==> src/pkg/duwf_pkg.sv <==
// Constants and types shared by the dual serial channel block
package duwf_pkg;
	// Address regions (haddr[6:5]) and register index (haddr[4:2])
	localparam logic [1:0] REGION_GLOBAL = 2'h2;
	localparam logic [2:0] REG_DATA = 3'h0;
	localparam logic [2:0] REG_LINE_CTRL = 3'h1;
	localparam logic [2:0] REG_DIVISOR = 3'h2;
	localparam logic [2:0] REG_LINE_STATUS = 3'h3;
	localparam logic [2:0] REG_MODEM_CTRL = 3'h4;
	localparam logic [2:0] REG_EFR = 3'h5;
	localparam logic [2:0] REG_TCR = 3'h6;
	localparam logic [2:0] REG_MSR = 3'h7;
	localparam logic [2:0] REG_QUEUE_READY = 3'h0;
	// Line control fields
	localparam int LC_LEN = 0;
	localparam int LC_STOP = 2;
	localparam int LC_PAR_EN = 3;
	localparam int LC_PAR_EVEN = 4;
	localparam int LC_BREAK = 6;
	// Modem control fields
	localparam int MC_RTS = 1;
	localparam int MC_LOOP = 4;
	localparam int MC_PRESCALE = 7;
	localparam int MC_RX_TRIG = 8;
	localparam int MC_TX_TRIG = 16;
	// Enhanced feature fields
	localparam int EF_SW_FLOW = 4;
	localparam int EF_XON_ANY = 5;
	localparam int EF_AUTO_RTS = 6;
	localparam int EF_AUTO_CTS = 7;
	// Line status and modem status fields
	localparam int LS_RX_AVAIL = 0;
	localparam int LS_OVERRUN = 1;
	localparam int LS_PARITY = 2;
	localparam int LS_FRAMING = 3;
	localparam int LS_BREAK = 4;
	localparam int LS_TX_EMPTY = 5;
	localparam int LS_TX_IDLE = 6;
	localparam int LS_RX_IDLE = 7;
	localparam int LS_UNDERFLOW = 8;
	localparam int MS_CTS = 4;
	localparam int MS_CD = 7;
	// Queue-ready fields
	localparam int QR_TX = 0;
	localparam int QR_RX = 4;
	// Reset values
	localparam logic [7:0] LINE_CTRL_RST = 8'h03;
	localparam logic [15:0] DIVISOR_RST = 16'h0001;
	localparam logic [21:0] MODEM_CTRL_RST = 22'h010100;
	localparam logic [7:0] EFR_RST = 8'h00;
	localparam logic [7:0] TCR_RST = 8'h4c;
	// Flow characters
	localparam logic [7:0] XON_CHAR = 8'h11;
	localparam logic [7:0] XOFF_CHAR = 8'h13;
	// Timing in oversample ticks, queue depth and state types
	localparam logic [4:0] TICK_BIT_END = 5'h0f;
	localparam logic [4:0] TICK_HALF = 5'h07;
	localparam logic [4:0] TICK_STOP15_END = 5'h17;
	localparam logic [4:0] TICK_STOP2_END = 5'h1f;
	localparam logic [6:0] QUEUE_DEPTH = 7'h40;
	typedef enum logic [2:0] {TX_IDLE, TX_START, TX_DATA, TX_PAR, TX_STOP}
		duwf_tx_state_t;
	typedef enum logic [2:0] {RX_IDLE, RX_START, RX_DATA, RX_PAR, RX_STOP}
		duwf_rx_state_t;
endpackage

==> src/hw/duwf_top.sv <==
// Two-channel serial transceiver with queues behind an AHB-Lite slave
// Behaviour
// - Each channel moves bytes between bus and line
// - Only the selected channel takes part
// - Three address bits pick the register
// - Character length five to eight bits
// - Even, odd, no parity; 1, 1.5, 2 stops
// - 64-byte queues each way, programmable trigger levels
// - Flag break, idle, framing, overflow, parity
// - Flag transmit queue underflow
// - Bit rate is clock over sixteen times programmed divisor
// - Optional divide-by-four prescaler before divisor
// - Thresholds stop and restart remote transmitter
// - One read gives every channel's ready flags
// - Clear-to-send readable as modem status bit 4
// - Clear-to-send gates transmit only when enabled
// - Carrier detect level shown in modem status
// - Optionally any character other than XOFF resumes stopped transmitter
// - Reject start bits that do not persist
// - Loopback routes transmit data to receiver
// - Least significant bit sent first
// - Write data captured at end of write
// - Reset loads register defaults and drives line and RTS outputs high
`timescale 1ns/1ps
`default_nettype none
module duwf_top
	import duwf_pkg::*;
(
	input wire logic hclk,
	input wire logic hresetn,
	input wire logic hsel,
	input wire logic [31:0] haddr,
	input wire logic [1:0] htrans,
	input wire logic hwrite,
	input wire logic [2:0] hsize,
	input wire logic [31:0] hwdata,
	input wire logic hready,
	output logic hreadyout,
	output logic hresp,
	output logic [31:0] hrdata,
	input wire logic chan_a_rx_data,
	output wire logic chan_a_tx_data,
	input wire logic chan_a_clear_to_send_n,
	input wire logic chan_a_carrier_detect_n,
	output wire logic chan_a_request_to_send_n,
	input wire logic chan_b_rx_data,
	output wire logic chan_b_tx_data,
	input wire logic chan_b_clear_to_send_n,
	input wire logic chan_b_carrier_detect_n,
	output wire logic chan_b_request_to_send_n
);
	logic wr_pend; // Write data phase pending
	logic [1:0] wr_region; // Region of pending write
	logic [2:0] wr_idx; // Register index of pending write
	logic sel; // Accepted word transfer in address phase
	logic rd_now; // Read accepted this cycle
	logic [1:0] rx_pin; // Serial inputs per channel
	logic [1:0] cts_n; // Clear-to-send per channel
	logic [1:0] cd_n; // Carrier detect per channel
	logic [1:0] tx_ready; // Transmit-ready flags
	logic [1:0] rx_ready; // Receive-ready flags
	logic [31:0] chan_rd [2]; // Read value per channel
	logic [1:0] tx_pin_q; // Serial outputs, flopped
	logic [1:0] rts_n_q; // Request-to-send outputs, flopped

	assign rx_pin = {chan_b_rx_data, chan_a_rx_data};
	assign cts_n = {chan_b_clear_to_send_n, chan_a_clear_to_send_n};
	assign cd_n = {chan_b_carrier_detect_n, chan_a_carrier_detect_n};
	assign chan_a_tx_data = tx_pin_q[0];
	assign chan_b_tx_data = tx_pin_q[1];
	assign chan_a_request_to_send_n = rts_n_q[0];
	assign chan_b_request_to_send_n = rts_n_q[1];

	// Only nonsequential and sequential word transfers are taken
	assign sel = hsel && htrans[1] && hready && hsize == 3'h2;
	assign rd_now = sel && !hwrite;

	// Address phase capture for writes
	always_ff @(posedge hclk or negedge hresetn) begin
		if (!hresetn) begin
			wr_pend <= 1'b0;
			wr_region <= 2'h0;
			wr_idx <= 3'h0;
		end else if (hready) begin
			wr_pend <= sel && hwrite;
			wr_region <= haddr[6:5];
			wr_idx <= haddr[4:2];
		end
	end

	// Zero-wait answers, always OKAY; read data for the data phase
	always_ff @(posedge hclk or negedge hresetn) begin
		if (!hresetn) begin
			hreadyout <= 1'b0;
			hresp <= 1'b0;
			hrdata <= 32'h0;
		end else begin
			hreadyout <= 1'b1;
			hresp <= 1'b0;
			if (rd_now) begin
				if (haddr[6:5] == REGION_GLOBAL) begin
					// All channels' ready flags in one word
					hrdata <= (haddr[4:2] == REG_QUEUE_READY) ?
						{26'h0, rx_ready, 2'h0, tx_ready} : 32'h0;
				end else if (!haddr[6]) begin
					hrdata <= chan_rd[haddr[5]];
				end else begin
					hrdata <= 32'h0;
				end
			end
		end
	end

	for (genvar g = 0; g < 2; g++) begin : ch
		logic wr; // Write to this channel in data phase
		logic rd; // Read of this channel in address phase
		logic [7:0] line_ctrl;
		logic [15:0] divisor;
		logic [21:0] modem_ctrl;
		logic [7:0] enhanced_feature_register;
		logic [7:0] flow_threshold_register;
		logic [7:0] txq [64]; // Transmit queue storage
		logic [10:0] rxq [64]; // Receive entries: break, frame, parity, data
		logic [5:0] tx_wp, tx_rp, rx_wp, rx_rp;
		logic [6:0] tx_cnt, rx_cnt;
		logic tx_push, tx_pop, rx_push, rx_pop;
		logic [1:0] pre_cnt; // Prescaler count
		logic [15:0] div_cnt; // Divisor count
		logic tick; // Oversample tick, 16 per bit
		duwf_tx_state_t tx_state;
		logic [4:0] tx_sub;
		logic [2:0] tx_bit;
		logic [7:0] tx_shift;
		logic tx_par;
		logic tx_level; // Internal transmit line level
		logic tx_load; // Transmitter takes a character
		logic [7:0] tx_char; // Character being taken
		logic tx_hold; // Flow control holds transmitter
		logic xoff_req, xon_req; // Flow characters to send
		logic sw_stopped; // Remote asked us to pause
		logic halted; // We asked the remote to pause
		logic underflow, overrun;
		duwf_rx_state_t rx_state;
		logic [4:0] rx_sub;
		logic [2:0] rx_bit;
		logic [7:0] rx_shift;
		logic rx_par_bit;
		logic rx_prev;
		logic rx_in; // Receiver input after loopback selection
		logic rx_done; // Stop bit sampled
		logic [7:0] rx_data; // Aligned received character
		logic [7:0] len_mask; // Data bits in use
		logic rx_perr, rx_ferr, rx_brk;
		logic [10:0] rx_head;
		logic [4:0] stop_end;
		logic [6:0] rx_trig, tx_trig;

		assign wr = wr_pend && wr_region == 2'(g);
		assign rd = rd_now && haddr[6:5] == 2'(g);
		// Length 5..8 selects the active data bits
		assign len_mask = 8'hff >> (2'h3 - line_ctrl[LC_LEN +: 2]);

		// Software registers; data taken as the write completes
		always_ff @(posedge hclk or negedge hresetn) begin
			if (!hresetn) begin
				line_ctrl <= LINE_CTRL_RST;
				divisor <= DIVISOR_RST;
				modem_ctrl <= MODEM_CTRL_RST;
				enhanced_feature_register <= EFR_RST;
				flow_threshold_register <= TCR_RST;
			end else if (wr) begin
				case (wr_idx)
					REG_LINE_CTRL: line_ctrl <= hwdata[7:0];
					REG_DIVISOR: divisor <= hwdata[15:0];
					REG_MODEM_CTRL: modem_ctrl <= hwdata[21:0];
					REG_EFR: enhanced_feature_register <= hwdata[7:0];
					REG_TCR: flow_threshold_register <= hwdata[7:0];
					default: ;
				endcase
			end
		end

		// Queue strobes; full pushes of software are dropped
		assign tx_push = wr && wr_idx == REG_DATA && tx_cnt != QUEUE_DEPTH;
		assign tx_pop = tx_load && !xoff_req && !xon_req;
		assign rx_pop = rd && haddr[4:2] == REG_DATA && rx_cnt != 7'h0;
		assign rx_head = rxq[rx_rp];

		// Queue storage
		always_ff @(posedge hclk) begin
			if (tx_push) begin
				txq[tx_wp] <= hwdata[7:0];
			end
			if (rx_push) begin
				rxq[rx_wp] <= {rx_brk, rx_ferr, rx_perr, rx_data};
			end
		end

		// Queue pointers and counts
		always_ff @(posedge hclk or negedge hresetn) begin
			if (!hresetn) begin
				tx_wp <= 6'h0;
				tx_rp <= 6'h0;
				rx_wp <= 6'h0;
				rx_rp <= 6'h0;
				tx_cnt <= 7'h0;
				rx_cnt <= 7'h0;
			end else begin
				tx_wp <= tx_wp + 6'(tx_push);
				tx_rp <= tx_rp + 6'(tx_pop);
				rx_wp <= rx_wp + 6'(rx_push);
				rx_rp <= rx_rp + 6'(rx_pop);
				tx_cnt <= tx_cnt + 7'(tx_push) - 7'(tx_pop);
				rx_cnt <= rx_cnt + 7'(rx_push) - 7'(rx_pop);
			end
		end

		// Bit-rate ticks: clock / (1 or 4) / divisor
		always_ff @(posedge hclk or negedge hresetn) begin
			if (!hresetn) begin
				pre_cnt <= 2'h0;
				div_cnt <= 16'h0;
				tick <= 1'b0;
			end else begin
				pre_cnt <= pre_cnt + 2'h1;
				tick <= 1'b0;
				// Prescaler passes one clock in four
				if (!modem_ctrl[MC_PRESCALE] || pre_cnt == 2'h3) begin
					if (div_cnt + 16'h1 >= divisor) begin
						div_cnt <= 16'h0;
						tick <= 1'b1;
					end else begin
						div_cnt <= div_cnt + 16'h1;
					end
				end
			end
		end

		// Transmit gating: auto clear-to-send and remote pause
		assign tx_hold = (enhanced_feature_register[EF_AUTO_CTS] && cts_n[g]) || sw_stopped;
		assign tx_char = xoff_req ? XOFF_CHAR : (xon_req ? XON_CHAR : txq[tx_rp]);
		assign tx_load = tx_state == TX_IDLE &&
			(xoff_req || xon_req || (!tx_hold && tx_cnt != 7'h0));
		// Stop length: 1, or 1.5 for five bits else 2
		assign stop_end = !line_ctrl[LC_STOP] ? TICK_BIT_END :
			(line_ctrl[LC_LEN +: 2] == 2'h0 ? TICK_STOP15_END : TICK_STOP2_END);

		// Transmitter sequence
		always_ff @(posedge hclk or negedge hresetn) begin
			if (!hresetn) begin
				tx_state <= TX_IDLE;
				tx_sub <= 5'h0;
				tx_bit <= 3'h0;
				tx_shift <= 8'h0;
				tx_par <= 1'b0;
				tx_level <= 1'b1;
			end else begin
				case (tx_state)
					TX_IDLE: begin
						if (tx_load) begin
							tx_shift <= tx_char & len_mask;
							// Even parity equals the data XOR
							tx_par <= ^(tx_char & len_mask) ^ !line_ctrl[LC_PAR_EVEN];
							tx_level <= 1'b0;
							tx_sub <= 5'h0;
							tx_state <= TX_START;
						end
					end
					TX_START: begin
						if (tick) begin
							tx_sub <= tx_sub + 5'h1;
							if (tx_sub == TICK_BIT_END) begin
								tx_sub <= 5'h0;
								tx_bit <= 3'h0;
								tx_level <= tx_shift[0];
								tx_state <= TX_DATA;
							end
						end
					end
					TX_DATA: begin
						if (tick) begin
							tx_sub <= tx_sub + 5'h1;
							if (tx_sub == TICK_BIT_END) begin
								tx_sub <= 5'h0;
								if (tx_bit == 3'h4 + 3'(line_ctrl[LC_LEN +: 2])) begin
									tx_level <= line_ctrl[LC_PAR_EN] ? tx_par : 1'b1;
									tx_state <= line_ctrl[LC_PAR_EN] ? TX_PAR : TX_STOP;
								end else begin
									tx_bit <= tx_bit + 3'h1;
									tx_shift <= tx_shift >> 1;
									tx_level <= tx_shift[1];
								end
							end
						end
					end
					TX_PAR: begin
						if (tick) begin
							tx_sub <= tx_sub + 5'h1;
							if (tx_sub == TICK_BIT_END) begin
								tx_sub <= 5'h0;
								tx_level <= 1'b1;
								tx_state <= TX_STOP;
							end
						end
					end
					TX_STOP: begin
						if (tick) begin
							tx_sub <= tx_sub + 5'h1;
							if (tx_sub == stop_end) begin
								tx_sub <= 5'h0;
								tx_state <= TX_IDLE;
							end
						end
					end
					default: tx_state <= TX_IDLE;
				endcase
			end
		end

		// Pins: loopback keeps line at mark, otherwise break forces space
		always_ff @(posedge hclk or negedge hresetn) begin
			if (!hresetn) begin
				tx_pin_q[g] <= 1'b1;
				rts_n_q[g] <= 1'b1;
			end else begin
				tx_pin_q[g] <= modem_ctrl[MC_LOOP] ||
					(!line_ctrl[LC_BREAK] && tx_level);
				// Auto RTS releases while we hold the remote off
				rts_n_q[g] <= !modem_ctrl[MC_RTS] ||
					(enhanced_feature_register[EF_AUTO_RTS] && halted);
			end
		end

		// Threshold flow: halt at or above upper level, resume at or below lower
		always_ff @(posedge hclk or negedge hresetn) begin
			if (!hresetn) begin
				halted <= 1'b0;
				xoff_req <= 1'b0;
				xon_req <= 1'b0;
			end else begin
				if (!halted && rx_cnt >= {1'b0, flow_threshold_register[3:0], 2'h0}) begin
					halted <= 1'b1;
					xoff_req <= enhanced_feature_register[EF_SW_FLOW];
					xon_req <= 1'b0;
				end else if (halted && rx_cnt <= {1'b0, flow_threshold_register[7:4], 2'h0}) begin
					halted <= 1'b0;
					xon_req <= enhanced_feature_register[EF_SW_FLOW];
					xoff_req <= 1'b0;
				end else if (tx_load) begin
					xoff_req <= 1'b0;
					xon_req <= xoff_req ? xon_req : 1'b0;
				end
			end
		end

		// Receiver input, loopback taken from transmit side
		assign rx_in = modem_ctrl[MC_LOOP] ?
			(!line_ctrl[LC_BREAK] && tx_level) : rx_pin[g];
		assign rx_data = rx_shift >> (2'h3 - line_ctrl[LC_LEN +: 2]);
		assign rx_done = rx_state == RX_STOP && tick && rx_sub == TICK_BIT_END;
		assign rx_perr = line_ctrl[LC_PAR_EN] &&
			((^rx_data ^ !line_ctrl[LC_PAR_EVEN]) != rx_par_bit);
		assign rx_ferr = !rx_in;
		assign rx_brk = !rx_in && rx_data == 8'h0 &&
			!(line_ctrl[LC_PAR_EN] && rx_par_bit);
		// Flow characters are consumed, not queued
		assign rx_push = rx_done && rx_cnt != QUEUE_DEPTH &&
			!(enhanced_feature_register[EF_SW_FLOW] && (rx_data == XON_CHAR || rx_data == XOFF_CHAR));

		// Receiver sequence, centre sampling at 16 ticks per bit
		always_ff @(posedge hclk or negedge hresetn) begin
			if (!hresetn) begin
				rx_state <= RX_IDLE;
				rx_sub <= 5'h0;
				rx_bit <= 3'h0;
				rx_shift <= 8'h0;
				rx_par_bit <= 1'b0;
				rx_prev <= 1'b1;
			end else begin
				rx_prev <= rx_in;
				case (rx_state)
					RX_IDLE: begin
						if (rx_prev && !rx_in) begin
							rx_sub <= 5'h0;
							rx_state <= RX_START;
						end
					end
					RX_START: begin
						if (tick) begin
							rx_sub <= rx_sub + 5'h1;
							if (rx_sub == TICK_HALF) begin
								rx_sub <= 5'h0;
								rx_bit <= 3'h0;
								// Line back high at mid start: false start
								rx_state <= rx_in ? RX_IDLE : RX_DATA;
							end
						end
					end
					RX_DATA: begin
						if (tick) begin
							rx_sub <= rx_sub + 5'h1;
							if (rx_sub == TICK_BIT_END) begin
								rx_sub <= 5'h0;
								rx_shift <= {rx_in, rx_shift[7:1]};
								rx_bit <= rx_bit + 3'h1;
								if (rx_bit == 3'h4 + 3'(line_ctrl[LC_LEN +: 2])) begin
									rx_state <= line_ctrl[LC_PAR_EN] ? RX_PAR : RX_STOP;
								end
							end
						end
					end
					RX_PAR: begin
						if (tick) begin
							rx_sub <= rx_sub + 5'h1;
							if (rx_sub == TICK_BIT_END) begin
								rx_sub <= 5'h0;
								rx_par_bit <= rx_in;
								rx_state <= RX_STOP;
							end
						end
					end
					RX_STOP: begin
						if (tick) begin
							rx_sub <= rx_sub + 5'h1;
							if (rx_sub == TICK_BIT_END) begin
								rx_sub <= 5'h0;
								rx_state <= RX_IDLE;
							end
						end
					end
					default: rx_state <= RX_IDLE;
				endcase
			end
		end

		// Remote pause from received flow characters
		always_ff @(posedge hclk or negedge hresetn) begin
			if (!hresetn) begin
				sw_stopped <= 1'b0;
			end else if (rx_done && enhanced_feature_register[EF_SW_FLOW]) begin
				if (rx_data == XOFF_CHAR) begin
					sw_stopped <= 1'b1;
				end else if (rx_data == XON_CHAR || enhanced_feature_register[EF_XON_ANY]) begin
					sw_stopped <= 1'b0;
				end
			end
		end

		// Sticky errors, cleared by status read; a new event wins
		always_ff @(posedge hclk or negedge hresetn) begin
			if (!hresetn) begin
				overrun <= 1'b0;
				underflow <= 1'b0;
			end else begin
				overrun <= (rx_done && rx_cnt == QUEUE_DEPTH) ||
					(overrun && !(rd && haddr[4:2] == REG_LINE_STATUS));
				// Queue ran dry at the end of a character
				underflow <= (tx_state == TX_STOP && tick &&
					tx_sub == stop_end && tx_cnt == 7'h0) ||
					(underflow && !(rd && haddr[4:2] == REG_LINE_STATUS));
			end
		end

		// Ready flags against trigger levels
		assign rx_trig = (modem_ctrl[MC_RX_TRIG +: 6] == 6'h0) ? 7'h1 :
			{1'b0, modem_ctrl[MC_RX_TRIG +: 6]};
		assign tx_trig = (modem_ctrl[MC_TX_TRIG +: 6] == 6'h0) ? 7'h1 :
			{1'b0, modem_ctrl[MC_TX_TRIG +: 6]};
		assign rx_ready[g] = rx_cnt >= rx_trig;
		assign tx_ready[g] = QUEUE_DEPTH - tx_cnt >= tx_trig;

		// Read values of this channel
		always_comb begin
			chan_rd[g] = 32'h0;
			case (haddr[4:2])
				REG_DATA: chan_rd[g] = {24'h0, rx_head[7:0]};
				REG_LINE_CTRL: chan_rd[g] = {24'h0, line_ctrl};
				REG_DIVISOR: chan_rd[g] = {16'h0, divisor};
				REG_LINE_STATUS: begin
					chan_rd[g][LS_RX_AVAIL] = rx_cnt != 7'h0;
					chan_rd[g][LS_OVERRUN] = overrun;
					chan_rd[g][LS_PARITY] = rx_cnt != 7'h0 && rx_head[8];
					chan_rd[g][LS_FRAMING] = rx_cnt != 7'h0 && rx_head[9];
					chan_rd[g][LS_BREAK] = rx_cnt != 7'h0 && rx_head[10];
					chan_rd[g][LS_TX_EMPTY] = tx_cnt == 7'h0;
					chan_rd[g][LS_TX_IDLE] = tx_cnt == 7'h0 && tx_state == TX_IDLE;
					chan_rd[g][LS_RX_IDLE] = rx_state == RX_IDLE && rx_in;
					chan_rd[g][LS_UNDERFLOW] = underflow;
				end
				REG_MODEM_CTRL: chan_rd[g] = {10'h0, modem_ctrl};
				REG_EFR: chan_rd[g] = {24'h0, enhanced_feature_register};
				REG_TCR: chan_rd[g] = {24'h0, flow_threshold_register};
				REG_MSR: begin
					chan_rd[g][MS_CTS] = !cts_n[g];
					chan_rd[g][MS_CD] = !cd_n[g];
				end
				default: chan_rd[g] = 32'h0;
			endcase
		end
	end
endmodule
`default_nettype wire

==> config.mk <==
export PLATFORM = sky130hd
export DESIGN_NAME = duwf_top
export DESIGN_NICKNAME = d
export VERILOG_FILES = /design/src/pkg/duwf_pkg.sv /design/src/hw/duwf_top.sv
export SDC_FILE = /design/constraint.sdc
export NUM_CORES = 2
export LEC_CHECK = 0
export BUFFER_PORTS_ARGS = -buffer_cell sky130_fd_sc_hd__buf_2
export CORE_ASPECT_RATIO = 0.9
export CORE_MARGIN = 8
export CORE_UTILIZATION = 25
export CTS_CLUSTER_SIZE = 25
export DETAILED_ROUTE_END_ITERATION = 16
export SYNTH_ARGS = -nofsm -noshare
export SYNTH_HDL_FRONTEND = slang
export SYNTH_SLANG_ARGS = --single-unit
==> constraint.sdc <==
create_clock -name hclk -period 7.9 [get_ports hclk]
set_input_delay 0.79 -clock hclk [delete_from_list [all_inputs] [get_ports hclk]]
set_output_delay 0.79 -clock hclk [all_outputs]
set_load 0.02 [all_outputs]
==> summary.md <==
| Metric | Value |
|---|---|
| TritonCTS clock tree | `built` |
| Reg2Reg Launch Point | `ch[1].line_ctrl[0]` |
| Setup Fix Bufs, Post-CTS | `0` |
| Max VDD drop | `between 0.2 and 0.25 mV` |
| 1st-pass router iterations | `6` |
| First DRT Iteration DRCs | `approximately 6400` |
| Worst Setup SP | `ch[1].line_ctrl[0]` |
| Clock slew at reported path FFs | `approximately 60 ps` |
| DIE WIDTH | `between 700 and 800 um` |
| Crit path time final | `5860 ps` |
| Critical Path Start Type | `flop` |
| Hold Path Class | `primary input to flop` |
| Nets | `6627` |
| Layout cell share with drive strength beyond 1 | `0.224` |
| Int Power | `24.7 mW` |
| Max_cap viols | `0` |
| Core footprint | `between 0.4 and 0.5 mm2` |
| Initial core utilization | `0.251` |
| # DRC | `0` |
| Clk Latency, worst-skew pair | `around 930 ps` |
| Cell area after synthesis | `between 0.1 and 0.15 mm2` |
| Most frequent cells in the layout | `edfxtp_1 (2432), mux4_2 (676), nor2_1 (409)` |
| Placed cells | `between 10000 and 15000` |
| # H-tree levels | `5` |
| Fillers | `roughly 45000` |
| I/O Buffers | `a little under 70` |
| TritonCTS Buffers | `about 290` |
| Register area | `~0.08 mm2` |
| Synth warn | `0` |
| Fmax | `between 0.15 and 0.2 GHz` |
| Vias/cell | `between 4 and 5` |
| GR Util All Layers | `0.109` |
| WL per Instance | `21.6 um` |
| Fin crit share | `0.741` |
| Number of global-route vias before repair | `roughly 60000` |
| Finished Layout Cells | `12700` |
| Post-synth cell types | `73` |
| Top Ports | `about 120` |
| TritonCTS sink count | `2799` |
| EDFF count, synth | `2432` |
| Clock power frac | `0.423` |
| Area of the multi-input gates | `between 0.03 and 0.04 mm2` |
| Kind of critical path | `flop to flop` |
| Worst-Margin Slew | `between 1000 and 1500 ps` |
| Status | `finished, final reports clean` |
| Worst Path Arrival | `roughly 6300 ps` |
| Worst clock skew | `105 ps` |
| #FFs+latches synth | `about 2800` |
| Worst Min Path Start | `hwdata[21]` |
| Gpl congestion | `between 0.8 and 0.9` |
| Critical path required time | `8350 ps` |
| Wire length of the first global-routing pass | `405000 um` |
| Seq/Total Area, Yosys | `0.715` |
| Avg Inst Size Synth | `~18 um2` |
| Register share of total power | `0.521` |
| Relative slew slack | `0.149` |
| Setup TNS | `0 ps` |
| Worst-path maximum fanout | `65` |
| Power per cell area | `approximately 240 mW/mm2` |
| CTS Buffer Depth | `4` |
| DP Wirelength | `~170000 um` |
| Post-Synthesis Cells | `6263` |
| RSZ-0062 raised after global routing | `no` |
| Clk root buf | `clkbuf_16` |
| Combinational power share | `0.056` |
| Largest net degree at the start of global routing | `approximately 160` |
| Post-synth ARST share | `0.131` |
| Vert. Die Dim | `659 um` |
| Most common cell after layout, fill and taps aside | `edfxtp_1` |
| Row count | `236` |
| Routed Antenna Nets | `0` |
| Synth Flop Type | `edfxtp_1` |
| Antenna violations before repair | `6` |
| Switch share | `0.224` |
| Sw power | `~7.1 mW` |
| Detailed Route WL | `between 200000 and 300000 um` |
| Final setup vio count | `0` |
| Final Max Slew Viols | `0` |
| Fin. Hold Viols | `0` |
| Leak | `roughly 42 nW` |
| Area added between synthesis and finish | `14.4%` |
| Full die area | `~0.48 mm2` |
| Crit path capture type | `flop` |
| DR vias | `approximately 60000` |
| Total gr overflow | `0` |
## through the flow
stage	hold slack (ps)	power (mW)	setup slack [ps]	utilization	area [um2]
after global placement	412	18.6	2180	0.267	122000
after global routing	108	32.9	1780	0.287	132000
after detailed placement	416	18.7	2110	0.267	122000
after floorplan	382	18.0	1400	-	115000
final	132	31.8	2040	0.287	132000
after CTS	55.9	32.1	2000	0.287	132000
## repair_timing
item,CTS,global route
hold endpoints to repair,49,0
gates resized for setup,0,0
hold buffers,1,0
## power groups by stage
stage          sequential, mW  clock (mW)  combinational, mW
2_1_floorplan            16.8           0               1.17
3_5_place_dp             16.9           0               1.80
3_3_place_gp             16.9           0               1.73
4_1_cts                  16.6        13.7               1.81
6_report                 16.6        13.5               1.79
5_1_grt                  16.6        14.3               2.01
## cell type report
class | count | area share
Antenna cell | 6 | 0.000114
Clock buffer | 350 | 0.0578
Clock inverter | 164 | 0.0126
Inverter | 180 | 0.00513
Multi-Input combinational cell | 2969 | 0.233
Sequential cell | 2799 | 0.625
Tap cell | 6069 | 0.0577
Timing Repair Buffer | 143 | 0.00797
## cells by family after synthesis
| logic type | Yosys count | share of synthesized area |
|---|---|---|
| AOI/OAI and AO/OA | 619 | 0.0354 |
| and+or+nand+nor | 1060 | 0.0413 |
| other | 2 | 0.0000653 |
| xor gates and xnor gates | 127 | 0.00967 |
| adders and majority gates | 168 | 0.0185 |
| buffers and inverters | 505 | 0.0189 |
| muxes | 983 | 0.161 |
| DFF | 2799 | 0.715 |
## worst max-delay path, cell delays in order, from the launching register on
cell      delay, ps
dfstp_2         810
mux2_2          390
or2_2           280
o21ai_0         170
inv_2           530
ha_1            440
o2111a_1        160
nand2_1         120
nand3_1         300
nor2_1          340
nand3_1         680
nor2_1         1150
## per-layer routing
metal / global-route usage / share of wire
met2: 0.172 / 0.46
met1: 0.157 / 0.44
met3: 0.0193 / 0.072
met5: 0 / 0
met4: 0.0272 / 0.024
## cells in the mapped netlist, types with 30 or more instances
cell type  instances  area (um2)
ha_1             164        2050
dfrtp_1          343        8580
xnor2_1           79         692
a21oi_1          116         581
nor2_1           411        1540
mux4_2           676       15200
o22ai_1           46         288
buf_4             31         233
mux2i_1          148        1480
nor3_1            65         325
nand2b_1          33         206
inv_1            180         676
nand3_1           97         485
nor2b_1           39         244
a22oi_1           38         285
a21o_1            38         285
o221ai_1          42         368
a22o_1            30         263
buf_1             68         255
clkbuf_1         175         657
o21ai_0          157         786
nand2_1          287        1080
xor2_1            48         420
edfxtp_1        2432       73000
buf_2             34         170
mux2_2           159        1790
## state kept, by name (all words and copies together) (netlist names), 12 cells and up
signal                        cells
ch.div_cnt                       32
ch.modem_ctrl                    44
ch.rx_cnt                        14
ch.line_ctrl                     16
ch.flow_threshold_register       16
ch.divisor                       32
ch.tx_rp                         12
ch.rxq                         1408
hrdata                           22
ch.rx_shift                      16
ch.tx_wp                         12
ch.enhanced_feature_register     16
ch.txq                         1024
ch.tx_cnt                        14
ch.rx_wp                         12
ch.rx_rp                         12
ch.tx_shift                      16
## worst paths after layout
kind                                         to  slack, ps  cells after the start
max in group asynchronous     ch[1].rx_state[1]       5780                      3
min                        ch[1].modem_ctrl[21]        130                      2
min reg2reg                    ch[1].pre_cnt[0]        420                      1
max reg2reg                    ch[1].rxq[14][9]       2040                     11
max                            ch[1].rxq[14][9]       2040                     11
min in group asynchronous             hreadyout        590                      2
Power figures use the tool's default switching activity.
